$ cat src/logic/adcc_defs.svh
`ifndef ADCC_DEFS_SVH
`define ADCC_DEFS_SVH

// ****************************************************
// Register byte offsets
// ****************************************************
`define ADCC_OFF_CTRL_MAIN 8'h00
`define ADCC_OFF_CTRL_FORMAT 8'h04
`define ADCC_OFF_RESULT_HIGH 8'h08
`define ADCC_OFF_RESULT_LOW 8'h0c
`define ADCC_OFF_IRQ_FLAGS 8'h10
`define ADCC_OFF_IRQ_ENABLES 8'h14
`define ADCC_OFF_IRQ_PRIORITY 8'h18
`define ADCC_OFF_PORT_DATA 8'h1c

// ****************************************************
// Field positions
// ****************************************************
`define ADCC_MAIN_CS_MSB 7
`define ADCC_MAIN_CS_LSB 6
`define ADCC_MAIN_CH_MSB 5
`define ADCC_MAIN_CH_LSB 3
`define ADCC_MAIN_GO 2
`define ADCC_MAIN_ON 0
`define ADCC_FMT_RIGHT 7
`define ADCC_FMT_CS2 6
`define ADCC_FMT_PCFG_MSB 3
`define ADCC_FMT_PCFG_LSB 0
`define ADCC_FLAG_DONE 6

// ****************************************************
// Reset values and masks
// ****************************************************
`define ADCC_RST_BYTE 8'h00
`define ADCC_MAIN_WMASK 8'hf9
`define ADCC_FMT_WMASK 8'hcf
`define ADCC_RC_CODE 2'h3
`define ADCC_TRIG_MODE 4'hb

// ****************************************************
// Timing
// ****************************************************
`define ADCC_CLK_NS 4
`define ADCC_RC_TAD_NS 4000
`define ADCC_CONV_TADS 4'hc
`define ADCC_ABORT_TADS 4'h2

`endif

$ cat src/logic/adcc_pkg.sv
`default_nettype none

package adcc_pkg;
   // Conversion sequencer states, one-hot
   typedef enum logic [2:0] {
      st_idle = 3'b001,
      st_conv = 3'b010,
      st_abort = 3'b100
   } adcc_state_t;
endpackage

`default_nettype wire

$ cat src/logic/adcc_top.sv
// How it works
// - Conversion lasts exactly twelve bit periods
// - Select code picks divider or RC
// - RC option gives 2-6us bit period
// - Analog-configured pins read as zero
// - Selected pin converted whatever its direction
// - Clearing go mid-conversion aborts at once
// - Abort leaves result pair untouched
// - Abort waits two periods, then reacquires if still on
// - Completion loads result into pair
// - Format bit justifies, unused bits zero
// - Result registers are plain storage otherwise
// - Compare trigger sets go when on and idle
// - Trigger clears the timer counter
// - Trigger ignored while off, timer still cleared
// - Results not reset; control resets zero
// - Completion clears go, sets done flag
// - Reset switches off and aborts
//
// The implementer's own choices: the APB register port and the register offsets.
`timescale 1ns/1ps
`default_nettype none
`include "adcc_defs.svh"

module adcc_top #(
   parameter int ADDR_W = 8,
   parameter logic [15:0] RC_TAD_CYCLES = 16'(`ADCC_RC_TAD_NS / `ADCC_CLK_NS)
) (
   input wire logic pclk, // 250 MHz clock
   input wire logic presetn, // Async reset
   input wire logic clk_en, // Freezes all state when low
   input wire logic psel, // APB select
   input wire logic penable, // APB enable
   input wire logic pwrite, // APB direction
   input wire logic [ADDR_W-1:0] paddr, // APB address
   input wire logic [31:0] pwdata, // APB write data
   output logic [31:0] prdata, // APB read data
   output logic pready, // APB ready
   output logic pslverr, // APB error
   input wire logic [9:0] sar_result, // Core result bits
   input wire logic [7:0] port_pins, // Digital pin levels
   input wire logic special_event_trig, // Compare unit event pulse
   input wire logic [3:0] compare_mode_field, // Compare unit mode
   output logic acquire_en, // Sample switch closed
   output logic conv_busy, // Conversion running
   output logic tad_strobe, // One pulse per bit period
   output logic [2:0] analog_channel, // Channel to sample
   output logic timer_clear // Clear timer counter pulse
);

   // ****************************************************
   // Helper functions
   // ****************************************************

   // Bit period in pclk cycles for a select code
   function automatic logic [15:0] tad_cycles(input logic [1:0] low, input logic hi, input logic [15:0] rc);
      logic [15:0] d;
      d = 16'h0002;
      if (low == `ADCC_RC_CODE) begin
         d = rc;
      end else begin
         d = 16'h0002 << {low, 1'b0} << hi;
      end
      return d;
   endfunction

   // Pins acting as analog inputs per config code
   function automatic logic [7:0] analog_pins(input logic [3:0] cfg);
      logic [7:0] m;
      m = 8'h00;
      case (cfg)
         4'h0, 4'h1, 4'h8: m = 8'hff;
         4'h2, 4'h3, 4'hc: m = 8'h1f;
         4'h4, 4'h5: m = 8'h0b;
         4'h9, 4'ha, 4'hb: m = 8'h3f;
         4'hd: m = 8'h0f;
         4'he: m = 8'h01;
         4'hf: m = 8'h0d;
         default: m = 8'h00;
      endcase
      return m;
   endfunction

   // Justify result into the sixteen bit pair
   function automatic logic [15:0] justify(input logic [9:0] r, input logic right);
      logic [15:0] v;
      v = {r, 6'h00};
      if (right) begin
         v = {6'h00, r};
      end
      return v;
   endfunction

   // ****************************************************
   // State
   // ****************************************************
   adcc_pkg::adcc_state_t state;
   adcc_pkg::adcc_state_t next_state;
   logic [7:0] ctrl_main;
   logic [7:0] ctrl_format;
   logic [7:0] result_high;
   logic [7:0] result_low;
   logic [7:0] irq_flags;
   logic [7:0] irq_enables;
   logic [7:0] irq_priority;
   logic [15:0] tad_cnt;
   logic [15:0] cur_div;
   logic [3:0] period_cnt;
   logic [15:0] phase_cyc;

   // ****************************************************
   // Decode
   // ****************************************************
   logic acc;
   logic wr;
   logic wr_main;
   logic converter_on;
   logic tad_tick;
   logic trig_hit;
   logic start;
   logic abort;
   logic done;
   logic abort_end;
   logic [15:0] sel_div;

   assign acc = psel && penable && pready;
   assign wr = acc && pwrite;
   assign wr_main = wr && (paddr == ADDR_W'(`ADCC_OFF_CTRL_MAIN));
   assign converter_on = ctrl_main[`ADCC_MAIN_ON];
   assign sel_div = tad_cycles(ctrl_main[`ADCC_MAIN_CS_MSB:`ADCC_MAIN_CS_LSB], ctrl_format[`ADCC_FMT_CS2],
                               RC_TAD_CYCLES);
   assign tad_tick = (state != adcc_pkg::st_idle) && (tad_cnt == cur_div - 16'h0001);
   assign trig_hit = special_event_trig && (compare_mode_field == `ADCC_TRIG_MODE);
   // Old on bit gates go, so an enable+go write does not start
   assign start = (state == adcc_pkg::st_idle) && converter_on &&
                  ((wr_main && pwdata[`ADCC_MAIN_GO]) || trig_hit);
   // Clearing go or the on bit mid-conversion kills it
   assign abort = (state == adcc_pkg::st_conv) && wr_main &&
                  (!pwdata[`ADCC_MAIN_GO] || !pwdata[`ADCC_MAIN_ON]);
   assign done = (state == adcc_pkg::st_conv) && !abort && tad_tick &&
                 (period_cnt == `ADCC_CONV_TADS - 4'h1);
   assign abort_end = (state == adcc_pkg::st_abort) && tad_tick &&
                      (period_cnt == `ADCC_ABORT_TADS - 4'h1);

   // ****************************************************
   // Sequencer
   // ****************************************************

   // Next state of the conversion sequencer
   always_comb begin
      next_state = state;
      case (state)
         adcc_pkg::st_idle: begin
            if (start) begin
               next_state = adcc_pkg::st_conv;
            end
         end
         adcc_pkg::st_conv: begin
            if (abort) begin
               next_state = adcc_pkg::st_abort;
            end else if (done) begin
               next_state = adcc_pkg::st_idle;
            end
         end
         adcc_pkg::st_abort: begin
            if (abort_end) begin
               next_state = adcc_pkg::st_idle;
            end
         end
         default: next_state = adcc_pkg::st_idle;
      endcase
   end

   // State register; reset drops any conversion
   always_ff @(posedge pclk or negedge presetn) begin
      if (!presetn) begin
         state <= adcc_pkg::st_idle;
      end else if (clk_en) begin
         state <= next_state;
      end
   end

   // Bit period divider, restarted on start and abort
   always_ff @(posedge pclk or negedge presetn) begin
      if (!presetn) begin
         tad_cnt <= 16'h0000;
         cur_div <= 16'h0002;
         period_cnt <= 4'h0;
      end else if (clk_en) begin
         if (start) begin
            tad_cnt <= 16'h0000;
            cur_div <= sel_div; // Latched so a mid-run change is harmless
            period_cnt <= 4'h0;
         end else if (abort) begin
            tad_cnt <= 16'h0000;
            period_cnt <= 4'h0;
         end else if (tad_tick) begin
            tad_cnt <= 16'h0000;
            period_cnt <= period_cnt + 4'h1;
         end else if (state != adcc_pkg::st_idle) begin
            tad_cnt <= tad_cnt + 16'h0001;
         end
      end
   end

   // Outputs to the analog core; mux ignores pin direction
   always_ff @(posedge pclk or negedge presetn) begin
      if (!presetn) begin
         acquire_en <= 1'b0;
         conv_busy <= 1'b0;
         tad_strobe <= 1'b0;
         analog_channel <= 3'h0;
         timer_clear <= 1'b0;
      end else if (clk_en) begin
         acquire_en <= converter_on && (next_state == adcc_pkg::st_idle);
         conv_busy <= (next_state == adcc_pkg::st_conv);
         tad_strobe <= tad_tick;
         analog_channel <= ctrl_main[`ADCC_MAIN_CH_MSB:`ADCC_MAIN_CH_LSB];
         timer_clear <= trig_hit;
      end
   end

   // ****************************************************
   // Registers
   // ****************************************************

   // Main control; go set by start, cleared by end or abort
   always_ff @(posedge pclk or negedge presetn) begin
      if (!presetn) begin
         ctrl_main <= `ADCC_RST_BYTE;
      end else if (clk_en) begin
         if (wr_main) begin
            ctrl_main <= pwdata[7:0] & `ADCC_MAIN_WMASK & ~(8'h01 << `ADCC_MAIN_GO);
         end
         if (start) begin
            ctrl_main[`ADCC_MAIN_GO] <= 1'b1;
         end else if (done || abort) begin
            ctrl_main[`ADCC_MAIN_GO] <= 1'b0;
         end else if (wr_main) begin
            ctrl_main[`ADCC_MAIN_GO] <= pwdata[`ADCC_MAIN_GO] && ctrl_main[`ADCC_MAIN_GO];
         end
      end
   end

   // Format and interrupt side registers
   always_ff @(posedge pclk or negedge presetn) begin
      if (!presetn) begin
         ctrl_format <= `ADCC_RST_BYTE;
         irq_enables <= `ADCC_RST_BYTE;
         irq_priority <= `ADCC_RST_BYTE;
      end else if (clk_en && wr) begin
         if (paddr == ADDR_W'(`ADCC_OFF_CTRL_FORMAT)) begin
            ctrl_format <= pwdata[7:0] & `ADCC_FMT_WMASK;
         end else if (paddr == ADDR_W'(`ADCC_OFF_IRQ_ENABLES)) begin
            irq_enables <= pwdata[7:0];
         end else if (paddr == ADDR_W'(`ADCC_OFF_IRQ_PRIORITY)) begin
            irq_priority <= pwdata[7:0];
         end
      end
   end

   // Flags; completion wins over a software clear
   always_ff @(posedge pclk or negedge presetn) begin
      if (!presetn) begin
         irq_flags <= `ADCC_RST_BYTE;
      end else if (clk_en) begin
         if (wr && (paddr == ADDR_W'(`ADCC_OFF_IRQ_FLAGS))) begin
            irq_flags <= pwdata[7:0];
         end
         if (done) begin
            irq_flags[`ADCC_FLAG_DONE] <= 1'b1;
         end
      end
   end

   // Result pair: no reset, so contents survive reset
   always_ff @(posedge pclk) begin
      if (clk_en) begin
         if (done) begin
            {result_high, result_low} <= justify(sar_result, ctrl_format[`ADCC_FMT_RIGHT]);
         end else begin
            if (wr && (paddr == ADDR_W'(`ADCC_OFF_RESULT_HIGH))) begin
               result_high <= pwdata[7:0];
            end
            if (wr && (paddr == ADDR_W'(`ADCC_OFF_RESULT_LOW))) begin
               result_low <= pwdata[7:0];
            end
         end
      end
   end

   // ****************************************************
   // APB answer
   // ****************************************************
   logic [7:0] rd_byte;
   logic rd_hit;

   // Read mux; port data masks analog pins to zero
   always_comb begin
      rd_byte = 8'h00;
      rd_hit = 1'b1;
      if (paddr == ADDR_W'(`ADCC_OFF_CTRL_MAIN)) begin
         rd_byte = ctrl_main;
      end else if (paddr == ADDR_W'(`ADCC_OFF_CTRL_FORMAT)) begin
         rd_byte = ctrl_format;
      end else if (paddr == ADDR_W'(`ADCC_OFF_RESULT_HIGH)) begin
         rd_byte = result_high;
      end else if (paddr == ADDR_W'(`ADCC_OFF_RESULT_LOW)) begin
         rd_byte = result_low;
      end else if (paddr == ADDR_W'(`ADCC_OFF_IRQ_FLAGS)) begin
         rd_byte = irq_flags;
      end else if (paddr == ADDR_W'(`ADCC_OFF_IRQ_ENABLES)) begin
         rd_byte = irq_enables;
      end else if (paddr == ADDR_W'(`ADCC_OFF_IRQ_PRIORITY)) begin
         rd_byte = irq_priority;
      end else if (paddr == ADDR_W'(`ADCC_OFF_PORT_DATA)) begin
         rd_byte = port_pins & ~analog_pins(ctrl_format[`ADCC_FMT_PCFG_MSB:`ADCC_FMT_PCFG_LSB]);
      end else begin
         rd_hit = 1'b0;
      end
   end

   // One access cycle: answer is prepared in the setup cycle
   always_ff @(posedge pclk or negedge presetn) begin
      if (!presetn) begin
         pready <= 1'b0;
         pslverr <= 1'b0;
         prdata <= 32'h00000000;
      end else if (clk_en) begin
         pready <= psel && !penable;
         pslverr <= psel && !penable && !rd_hit;
         if (psel && !penable) begin
            prdata <= {24'h000000, rd_byte};
         end
      end
   end

   // ****************************************************
   // Checks
   // ****************************************************

   // Cycle count of the current conversion or abort wait
   always_ff @(posedge pclk or negedge presetn) begin
      if (!presetn) begin
         phase_cyc <= 16'h0000;
      end else if (clk_en) begin
         phase_cyc <= (start || abort) ? 16'h0000 : phase_cyc + 16'h0001;
      end
   end

   a_conv_length: assert property (@(posedge pclk) disable iff (!presetn)
      (clk_en && done) |-> (phase_cyc + 16'h0001 == 16'(`ADCC_CONV_TADS) * cur_div))
      else $error("conversion not twelve bit periods");
   a_clock_select: assert property (@(posedge pclk) disable iff (!presetn)
      (clk_en && start) |=> (cur_div == $past(sel_div)) && (cur_div >= 16'h0002))
      else $error("bit period not taken from select");
   a_port_masked: assert property (@(posedge pclk) disable iff (!presetn)
      (clk_en && psel && !penable && (paddr == ADDR_W'(`ADCC_OFF_PORT_DATA))) |=>
      ((prdata[7:0] & analog_pins($past(ctrl_format[`ADCC_FMT_PCFG_MSB:`ADCC_FMT_PCFG_LSB]))) == 8'h00))
      else $error("analog pin read as nonzero");
   a_abort_now: assert property (@(posedge pclk) disable iff (!presetn)
      (clk_en && abort) |=> !conv_busy && !ctrl_main[`ADCC_MAIN_GO] && (state == adcc_pkg::st_abort))
      else $error("abort not immediate");
   a_abort_keeps: assert property (@(posedge pclk) disable iff (!presetn)
      (clk_en && abort) |=> $stable(result_high) && $stable(result_low))
      else $error("abort changed result");
   a_abort_wait: assert property (@(posedge pclk) disable iff (!presetn)
      (clk_en && abort_end) |-> (phase_cyc + 16'h0001 == 16'(`ADCC_ABORT_TADS) * cur_div) ##1
      (acquire_en || !$past(converter_on)))
      else $error("abort wait wrong");
   a_result_fmt: assert property (@(posedge pclk) disable iff (!presetn)
      (clk_en && done) |=> ($past(ctrl_format[`ADCC_FMT_RIGHT]) ?
      ({result_high, result_low} == {6'h00, $past(sar_result)}) :
      ({result_high, result_low} == {$past(sar_result), 6'h00})))
      else $error("result not justified");
   a_done_flag: assert property (@(posedge pclk) disable iff (!presetn)
      (clk_en && done) |=> irq_flags[`ADCC_FLAG_DONE] && !ctrl_main[`ADCC_MAIN_GO] && !conv_busy)
      else $error("completion flags wrong");
   a_trig_start: assert property (@(posedge pclk) disable iff (!presetn)
      (clk_en && trig_hit && converter_on && state == adcc_pkg::st_idle) |=>
      ctrl_main[`ADCC_MAIN_GO] && conv_busy)
      else $error("trigger did not start");
   a_trig_timer: assert property (@(posedge pclk) disable iff (!presetn)
      (clk_en && trig_hit) |=> timer_clear)
      else $error("timer not cleared");
   a_trig_off: assert property (@(posedge pclk) disable iff (!presetn)
      (clk_en && trig_hit && !converter_on && state == adcc_pkg::st_idle) |=> !conv_busy && timer_clear)
      else $error("trigger not ignored while off");

endmodule // adcc_top

`default_nettype wire

$ cat config.mk
export PLATFORM = sky130hd
export DESIGN_NAME = adcc_top
export DESIGN_NICKNAME = d
export VERILOG_FILES = /design/src/logic/adcc_pkg.sv /design/src/logic/adcc_top.sv
export VERILOG_INCLUDE_DIRS = /design/src /design/src/logic
export SDC_FILE = /design/constraint.sdc
export NUM_CORES = 1
export LEC_CHECK = 0
export ABC_AREA = 1
export BUFFER_PORTS_ARGS = -buffer_cell sky130_fd_sc_hd__clkbuf_2
export CAP_MARGIN = 0
export CORE_MARGIN = 8
export CORE_UTILIZATION = 35
export DETAILED_ROUTE_END_ITERATION = 10
export PLACE_DENSITY_LB_ADDON = 0.3
export SLEW_MARGIN = 25
export SYNTH_ARGS = -nofsm -noshare
export SYNTH_HDL_FRONTEND = slang
export SYNTH_SLANG_ARGS = --single-unit
$ cat constraint.sdc
create_clock -name pclk -period 4.56 [get_ports pclk]
set_input_delay 0.228 -clock pclk [delete_from_list [all_inputs] [get_ports pclk]]
set_output_delay 0.228 -clock pclk [all_outputs]
set_load 0.02 [all_outputs]
Yosys cells after proc, flatten, opt, wreduce, memory -nomap -nowiden
Memories as Yosys holds them, arrays and structs flattened.
Index checks and enable logic that the tools add are counted.

cells by class
  reduce and logical (&&, ||, !) cells = 52
  divide/modulo/power cells = 0
  $mul = 0
  $add $sub $neg = 3
  muxes and demuxes = 47
  shifts and indexed selects = 2
  equal/unequal tests = 18
  bitwise logic cells = 4
  magnitude comparators = 0

operators by type and width
  kind                                                 count
  2-to-1 mux 8 bit                                     20
  2-to-1 mux 16 bit                                    6
  equality test 8 x 5 -> 1 bit, second input constant  4
  logical AND 1 bit                                    24
  AND reduction 2 bit                                  11
  adder 16 x 1 -> 16 bit, second input constant        1
  equality test 16 bit                                 1
  equality test 8 x 4 -> 1 bit, second input constant  2
  << shifter 16 x 1 -> 16 bit                          1
  << shifter 2 x 3 -> 16 bit, first input constant     1
  subtractor 16 x 1 -> 16 bit, second input constant   1
  2-to-1 mux 1 bit                                     12
  2-to-1 mux 3 bit                                     4
  2-to-1 mux 4 bit                                     3
  case mux 3 bit (3 select lines)                      1
  AND 8 bit                                            1
  equality test 4 bit, second input constant           2
  equality test 8 x 3 -> 1 bit, second input constant  1
  zero test 8 bit                                      1
  inverter 8 bit                                       1
  2-to-1 mux 7 bit                                     1
  equality test 3 x 1 -> 1 bit, second input constant  2
  equality test 3 x 2 -> 1 bit, second input constant  2
  nonzero test 2 bit                                   3
  other kinds (12)                                     20

storage, ports and cells
  bits of input ports = 69
  bits in latches = 0
  bits in writable memories = 0
  logic and storage cells = 148
  bits in read-only memories = 128
  memories kept = 1
  output and inout port bits = 41
  register bits = 109

memories
  memory            depth  width  read ports  clocked after memory_dff  write ports  RTL line        RTL
  (name not given)  16     8      1           0                         0            adcc_top.sv:71  case (cfg)

Longest topological paths before layout
Gate-level depths: netlist (run 1).

  depth in word-level cells = 19
  mapped depth = 18

Worst setup path before layout (run 1)
No wires, ideal clock.

  kind = register to register
  from = register cur_div[1]
  to = register result_high[0], enable pin
  arrival = 2.031 ns
  stages on the path, launching flop included = 15
  clock period less this slack = 2.415 ns
  slack = 2.145 ns
  required time = 4.176 ns
  library setup time = 0.384 ns
  cell sequence = dfstp_2 inv_1 ha_1 or2_1 nand2_1 nand2_1 nand2_1 nand3_1 nor2_1 nand3_1 inv_1 nand3_1 inv_1 nand4_1 o21ai_0

on the way
  cells in the longest elaborated chain, start to end = 7

ends and longest elaborated chain
  element                               RTL line         RTL
  start: declaration                    adcc_top.sv:107  logic [15:0] cur_div;
  start signal: assignment              adcc_top.sv:192  cur_div <= sel_div;
  subtractor 16 x 1 -> 16 bit           adcc_top.sv:132  assign tad_tick = (state != adcc_pkg::st_idle) && (tad_cnt == cur_div - 16'h0001);
  equality test 16 bit                  adcc_top.sv:132
  logical AND 1 bit                     adcc_top.sv:132
  logical AND 1 bit (2 in a row)        adcc_top.sv:140  assign done = (state == adcc_pkg::st_conv) && !abort && tad_tick &&
  nonzero test 2 bit (no source line)   -
  AND reduction 2 bit (no source line)  -
  end signal: assignment                adcc_top.sv:280  {result_high, result_low} <= justify(sar_result, ctrl_format[`ADCC_FMT_RIGHT]);
  end signal: assignment                adcc_top.sv:283  result_high <= pwdata[7:0];
  end: declaration                      adcc_top.sv:101  logic [7:0] result_high;

No other way between the ends.
A chain may end at the register's enable or synchronous reset.

Worst setup path after layout (run 1)
  from = register cur_div[1]
  to = register result_high[1], enable pin

The elaborated chain is that of the path after synthesis.

==> flow_metrics.tcl, run 1 <==
set metrics [dict create \
    placeableCoreArea_um2 16600 \
    fin_total_pwr_mw 2.08 \
    ioPinCount 110 \
    synth_seq_cells 102 \
    tritoncts_buffers 9 \
    pwr-share-comb_pct 14.5 \
    timing.critical_path.fanout_max 8 \
    yosys.area_share.adder_pct 0.838 \
    critical_path_arrival_ns 2.94 \
    grt_first_pass_wirelength_um 26500 \
    postCtsResizedCells 0 \
    wl_met1_um 7470 \
    routed_via_density 4.88 \
    first_global_vias 5128 \
    run_status "completed" \
    pwr-share-seq_pct 48.9 \
    final_core_util_pct 40.3 \
    dominant_delay_contributor_by_cell_family_on_the_critical_path "simple AND/OR/NAND/NOR gates" \
    clk_pin_slew_ns 0.08 \
    globalRouteTotalUtil_pct 15.1 \
    endpoint_kind "flip-flop" \
    synth.distinct_cells 48 \
    synth-compound-area-share_pct 13.1 \
    wl_per_cell_um 14.8 \
    detailroute.wirelength.met2_um 7450 \
    die_h_um 147 \
    synthSimpleGateAreaFrac_pct 30.7 \
    dr.pass1.iters 7 \
    final_nets 912 \
    maxUsedRoutingLayer "met4" \
    cp.buffers_inverters 3 \
    main_combinational_cell_family_by_area_after_synthesis "simple AND/OR/NAND/NOR gates" \
    setup_tns_ns 0 \
    nature_of_the_critical_path_startpoint "flip-flop" \
    antennaDiodeCount 0 \
    rows 47 \
    rsz_0062_raised_after_global_routing "false" \
    clkSinkCount 102 \
    tritoncts "done" \
    drive_above_1_share_pct 16.6 \
    yosys.area.top_type_share_pct 35.2 \
    max_cap_violations 0 \
    post_synth_xor_area_fraction_pct 0.440 \
    portBuffers 61 \
    detail_route.wirelength_um 15700 \
    p_sw_share_pct 30.0 \
    postSynth.topFlopCell "sky130_fd_sc_hd__dfrtp_1" \
    route.vias.total 5188 \
    initial_utilization_pct 35.9 \
    synthMuxAreaShare_pct 0.670 \
    dr.first_iter.drc_count 347 \
    synth.cell_area_um2 5970 \
    route.antenna.remaining_nets 0 \
    p_per_area_nw_per_um2 309 \
    p_int_mw 1.45 \
    finalHoldViolations 0 \
    dieArea_um2 21500 \
    die_w_um 147 \
    fill_cell_instance_count_of_the_final_layout 1746 \
    post_synth_inst_count 777 \
    synth_seq_area_share_pct 44.1 \
    max-vdd-ir-drop_v 0.000153 \
    power.static_leakage_nw 3.32 \
    cts_root_buffer "sky130_fd_sc_hd__clkbuf_16" \
    worst-endpoint-required_ns 4.54 \
    drt_drc_violations_left 0 \
    routed-wl-met3_um 532 \
    worst_skew_pair.late_latency_ns 0.35 \
    number_of_enable_flip_flop_cells_after_synthesis 16 \
    slowest_cell_on_crit_path "sky130_fd_sc_hd__dfstp_2" \
    finalClockSkew_ns 0.0111 \
    grt_antenna_before_repair 0 \
    hold-worst-slack_ns 0.179 \
    synth-async-reset-ratio_pct 84.3 \
    grt_max_degree 53 \
    gpl.final_weighted_congestion 0.849 \
    path_cells "inv_1, ha_1, or2_1, nand2_1, nand2_1, nand2_1, nand3_1, nor2_1, nand3_1, inv_1, nand3_1, inv_1, nand4_1, o21ai_1" \
    worst_slew_margin_rel_pct 48.2 \
    critPathKind "flip-flop to flip-flop" \
    place.detailed.hpwl_um 12300 \
    syn_area_per_cell_um2 7.69 \
    timing_max_transition_violations_final 0 \
    overflow 0 \
    clock.fmax_mhz 338 \
    postCtsSetupBuffers 0 \
    synth_warnings 0 \
    period_needed_ns 2.96 \
    min_path_type "primary input to flip-flop" \
    cts_buffer_depth 2 \
    synthDominantAreaCellType "sky130_fd_sc_hd__dfrtp_1" \
    dpl_cell_area_um2 6410 \
    yosys-top-cells-area "sky130_fd_sc_hd__dfrtp_1 35%, sky130_fd_sc_hd__nand2_1 14%, sky130_fd_sc_hd__edfxtp_1 8.0%, sky130_fd_sc_hd__o21ai_0 6.4%, sky130_fd_sc_hd__inv_1 5.5%" \
    final-setup-viol-count 0 \
    critical-path-max-stage-delay_ns 0.53 \
    pwr-share-clk_pct 36.6 \
    area_delta_synth_final_pct 12.4 \
    timing.final.crit_share_pct 64.9 \
    switchingPower_mw 0.622 \
    final_design_area_no_fill_um2 6710 \
    worst_pin_slew_ns 0.772 \
    htree_num_levels 3 \
]
power groups by stage:
stage	registers, mW	logic, mW	clock network, mW
after floorplan	1.03	0.203	0
final	1.01	0.300	0.760
after CTS	1.02	0.302	0.778
after detailed placement	1.03	0.300	0
after global placement	1.03	0.295	0
after global routing	1.02	0.347	0.817
cell families after synthesis:
logic type | count (synthesis)
buffers and inverters | 128
XOR/XNOR | 3
AND/OR/NAND/NOR | 400
flip-flops | 102
adder cells (fa/ha/maj) | 4
multiplexers | 4
other | 1
AO/OA/AOI/OAI | 135
final timing paths:
path	from	end	slack [ns]	cells past startpoint
max	cur_div[1]	result_high[1]	1.60	14
min	pwdata[3]	result_low[3]	0.18	3
max reg2reg	cur_div[1]	result_high[1]	1.60	14
min reg2reg	analog_channel[0]	analog_channel[0]	0.48	2
max in group asynchronous	presetn	ctrl_main[2]	3.11	3
min in group asynchronous	presetn	irq_priority[5]	0.37	2
cell usage after synthesis (all sizes together), types with 5 or more instances:
cell	n
edfxtp	16
clkbuf	7
nand3	55
o211ai	5
or2	5
o21ai	99
a221oi	7
a21oi	18
nor3	14
nor2	69
nand4	18
inv	89
nand2	230
buf	30
dfrtp	84
cell type report:
type	count	area, um^2	area share (%)
multi-input combinational	570	2820	42.1
clock inverter	7	66.3	0.988
timing repair buffer	65	340	5.07
sequential	102	2640	39.3
clock buffer	9	225	3.36
inverter	91	348	5.18
tap	220	275	4.10
registers in the layout, indices dropped and copies added (netlist names), 3 cells and up:
| signal | cells |
|---|---|
| period_cnt | 4 |
| ctrl_format | 6 |
| irq_flags | 8 |
| ctrl_main | 7 |
| prdata | 8 |
| cur_div | 9 |
| tad_cnt | 16 |
| result_low | 8 |
| state | 3 |
| analog_channel | 3 |
| irq_priority | 8 |
| result_high | 8 |
| irq_enables | 8 |
routing by layer:
| metal | global-route usage [%] | up-vias |
|---|---|---|
| met4 | 4.43 | 0 |
| met3 | 2.44 | 19 |
| met5 | 0 | - |
| met1 | 19.7 | 2425 |
| met2 | 25.3 | 104 |
| li1 | - | 2640 |
cell usage in the layout (no fill, tap or decap), drive strengths merged, types with 5 or more instances in the layout:
cell type,instances
or2,5
a21oi,18
o21ai,99
nor2,69
nand3,55
inv,92
edfxtp,16
nand4,18
conb,24
clkinv,6
dfrtp,84
clkbuf,69
a221oi,7
o211ai,5
nor3,14
nand2,230
worst min-delay path, cell delays in order:
cell	delay [ns]
sky130_fd_sc_hd__clkbuf_2	0.09
sky130_fd_sc_hd__nand2_2	0.06
sky130_fd_sc_hd__o21ai_2	0.05
stage by stage:
stage          setup WS (ns)  instances
5_1_grt                 1.34       1064
6_report                1.60       1064
2_1_floorplan           2.14        800
3_3_place_gp            1.57       1047
3_5_place_dp            1.58       1047
4_1_cts                 1.56       1064
timing repair:
action | in CTS | in global routing
hold buffers | 1 | 0
endpoints found under the hold margin | 34 | 0
setup endpoints to repair | 0 | 0
Note: power is estimated with default switching activity, not from simulation.
==> run 2, diff against run 1 <==
- clock period: 4.56 -> 3.1 ns (I/O delays scaled with it)
==> flow_metrics.tcl, run 2 (synthesized netlist as in run 1, its figures left out) <==
set metrics [dict create \
    run_status "completed" \
    hold-path-cell-count 3 \
    placeableCoreArea_um2 16600 \
    drt_drc_violations_left 0 \
    layout.cells.most_common "sky130_fd_sc_hd__nand2_1" \
    htree_num_levels 3 \
    antennaDiodeCount 0 \
    globalRouteTotalUtil_pct 15.0 \
    clkSinkCount 102 \
    postCtsSetupBuffers 0 \
    place.detailed.hpwl_um 12600 \
    largest_register_ffs 16 \
    max_cap_violations 0 \
    p_int_mw 2.18 \
    worst_skew_pair.late_latency_ns 0.35 \
    ioPinCount 110 \
    rows 47 \
    largest_registers "tad_cnt (16), cur_div (9)" \
    min_path_type "primary input to flip-flop" \
    cts_buffer_depth 2 \
    max-vdd-ir-drop_v 0.000248 \
    clk_pin_slew_ns 0.08 \
    initial_utilization_pct 35.9 \
    worst-endpoint-required_ns 3.16 \
    worst_slack_ns 0.379 \
    route.antenna.remaining_nets 0 \
    gr_util_met1_pct 19.9 \
    die_w_um 147 \
    die_h_um 147 \
    gpl.final_weighted_congestion 0.826 \
    min-delay-start "pwdata[3]" \
    final_nets 919 \
    cts_root_buffer "sky130_fd_sc_hd__clkbuf_16" \
    portBuffers 61 \
    dieArea_um2 21500 \
    pwr-share-clk_pct 36.9 \
    nature_of_the_critical_path_startpoint "flip-flop" \
    final-setup-viol-count 0 \
    rsz_0062_raised_after_global_routing "false" \
    fin_total_pwr_mw 3.07 \
    gr-usage-met3_pct 2.01 \
    endpoint_kind "flip-flop" \
    hold-worst-slack_ns 0.112 \
    finalHoldViolations 0 \
    setup_tns_ns 0 \
    final_cell_mix "219 x sky130_fd_sc_hd__nand2_1, 88 x sky130_fd_sc_hd__inv_1, 84 x sky130_fd_sc_hd__dfrtp_1" \
    overflow 0 \
    worst_pin_slew_ns 0.635 \
    pwr-share-comb_pct 14.5 \
    worst_slew_margin_rel_pct 57.4 \
    first_global_vias 4933 \
    p_sw_share_pct 29.0 \
    tritoncts_buffers 9 \
    route.vias.total 5207 \
    top_register "tad_cnt" \
    worst_r2r_startpoint "cur_div[1]" \
    r2r_cells 15 \
    grt.met2_usage_pct 24.4 \
    power.static_leakage_nw 3.36 \
    routed_via_density 4.86 \
    dr.pass1.iters 5 \
    area_delta_synth_final_pct 13.5 \
    dr.first_iter.drc_count 389 \
    grt_antenna_before_repair 0 \
    switchingPower_mw 0.890 \
    timing.critical_path.fanout_max 8 \
    critPathKind "flip-flop to flip-flop" \
    period_needed_ns 2.72 \
    busiest_layer_in_global_routing "met2" \
    pwr-share-seq_pct 48.5 \
    r2r_slack_ns 0.38 \
    clock.fmax_mhz 367 \
    grt_max_degree 36 \
    critical_path_arrival_ns 2.78 \
    finalClockSkew_ns 0.0108 \
    detail_route.wirelength_um 15900 \
    drive_above_1_share_pct 17.3 \
    timing.final.crit_share_pct 87.8 \
    p_per_area_nw_per_um2 453 \
    grt_first_pass_wirelength_um 25800 \
    dpl_worst_slack_ns 0.426 \
    postCtsResizedCells 0 \
    tritoncts "done" \
    rr_endpoint "result_low[7]" \
    timing_max_transition_violations_final 0 \
    wl_per_cell_um 14.8 \
    worstHoldEndpoint "result_high[3]" \
]
[run 2: cell count changes in the layout (fill, tap and decap cells not counted), sizes merged]
cell	previous run	this run
inv	92	91
buf	4	11
clkbuf	69	70
[run 2: how the worst max path moves through the flow]
stage,from,to,slack [ns],cells after the start
after global routing,cur_div[1],result_low[7],0.19,15
after CTS,cur_div[1],result_low[2],0.40,15
after detailed placement,cur_div[1],result_high[4],0.43,15
after global placement,cur_div[1],result_high[4],0.46,15
after floorplan,cur_div[1],result_high[0],0.68,14
final,cur_div[1],result_low[7],0.38,15
[run 2: critical path: stages, from the launching register on]
cell and delay (ns):
sky130_fd_sc_hd__dfstp_2 0.53, sky130_fd_sc_hd__inv_1 0.09, sky130_fd_sc_hd__ha_1 0.26, sky130_fd_sc_hd__or2_1 0.25
sky130_fd_sc_hd__nand2_1 0.06, sky130_fd_sc_hd__nand2_1 0.04, sky130_fd_sc_hd__nand2_1 0.09, sky130_fd_sc_hd__nand3_1 0.09
sky130_fd_sc_hd__nor2_1 0.09, sky130_fd_sc_hd__nand3_1 0.07, sky130_fd_sc_hd__inv_1 0.07, sky130_fd_sc_hd__nand3_1 0.16
sky130_fd_sc_hd__inv_1 0.09, sky130_fd_sc_hd__nand4_1 0.17, sky130_fd_sc_hd__o21ai_0 0.16, sky130_fd_sc_hd__buf_4 0.21
[run 2: final cells by class]
class | count | area [um^2]
tap | 220 | 275
sequential | 102 | 2640
fill | 1747 | 9870
clock inverter | 6 | 51.3
timing repair buffer | 72 | 393
inverter | 91 | 348
clock buffer | 10 | 250
multi-input combinational | 570 | 2820
[run 2: timing repair]
item / in CTS / in global routing
endpoints found under the setup margin: 0 / 0
hold buffers: 1 / 0
hold endpoints to repair: 33 / 0
[run 2: power groups by stage]
stage | registers [mW] | logic, mW | clock network [mW]
2_1_floorplan | 1.52 | 0.299 | 0
3_3_place_gp | 1.51 | 0.439 | 0
3_5_place_dp | 1.51 | 0.444 | 0
4_1_cts | 1.49 | 0.447 | 1.17
5_1_grt | 1.50 | 0.506 | 1.22
6_report | 1.49 | 0.445 | 1.13
[run 2: per-layer routing]
metal	wire, um	vias up
met2	7650	119
met3	562	17
met1	7360	2417
met4	320	0
met5	0	-
li1	-	2654
[run 2: per-stage QoR]
stage / util, % / instance area, um^2 / std cells
2_1_floorplan: - / 6060 / 800
4_1_cts: 40.7 / 6780 / 1071
5_1_grt: 40.7 / 6780 / 1071
3_3_place_gp: 38.8 / 6460 / 1054
6_report: 40.7 / 6780 / 1071
3_5_place_dp: 38.8 / 6460 / 1054
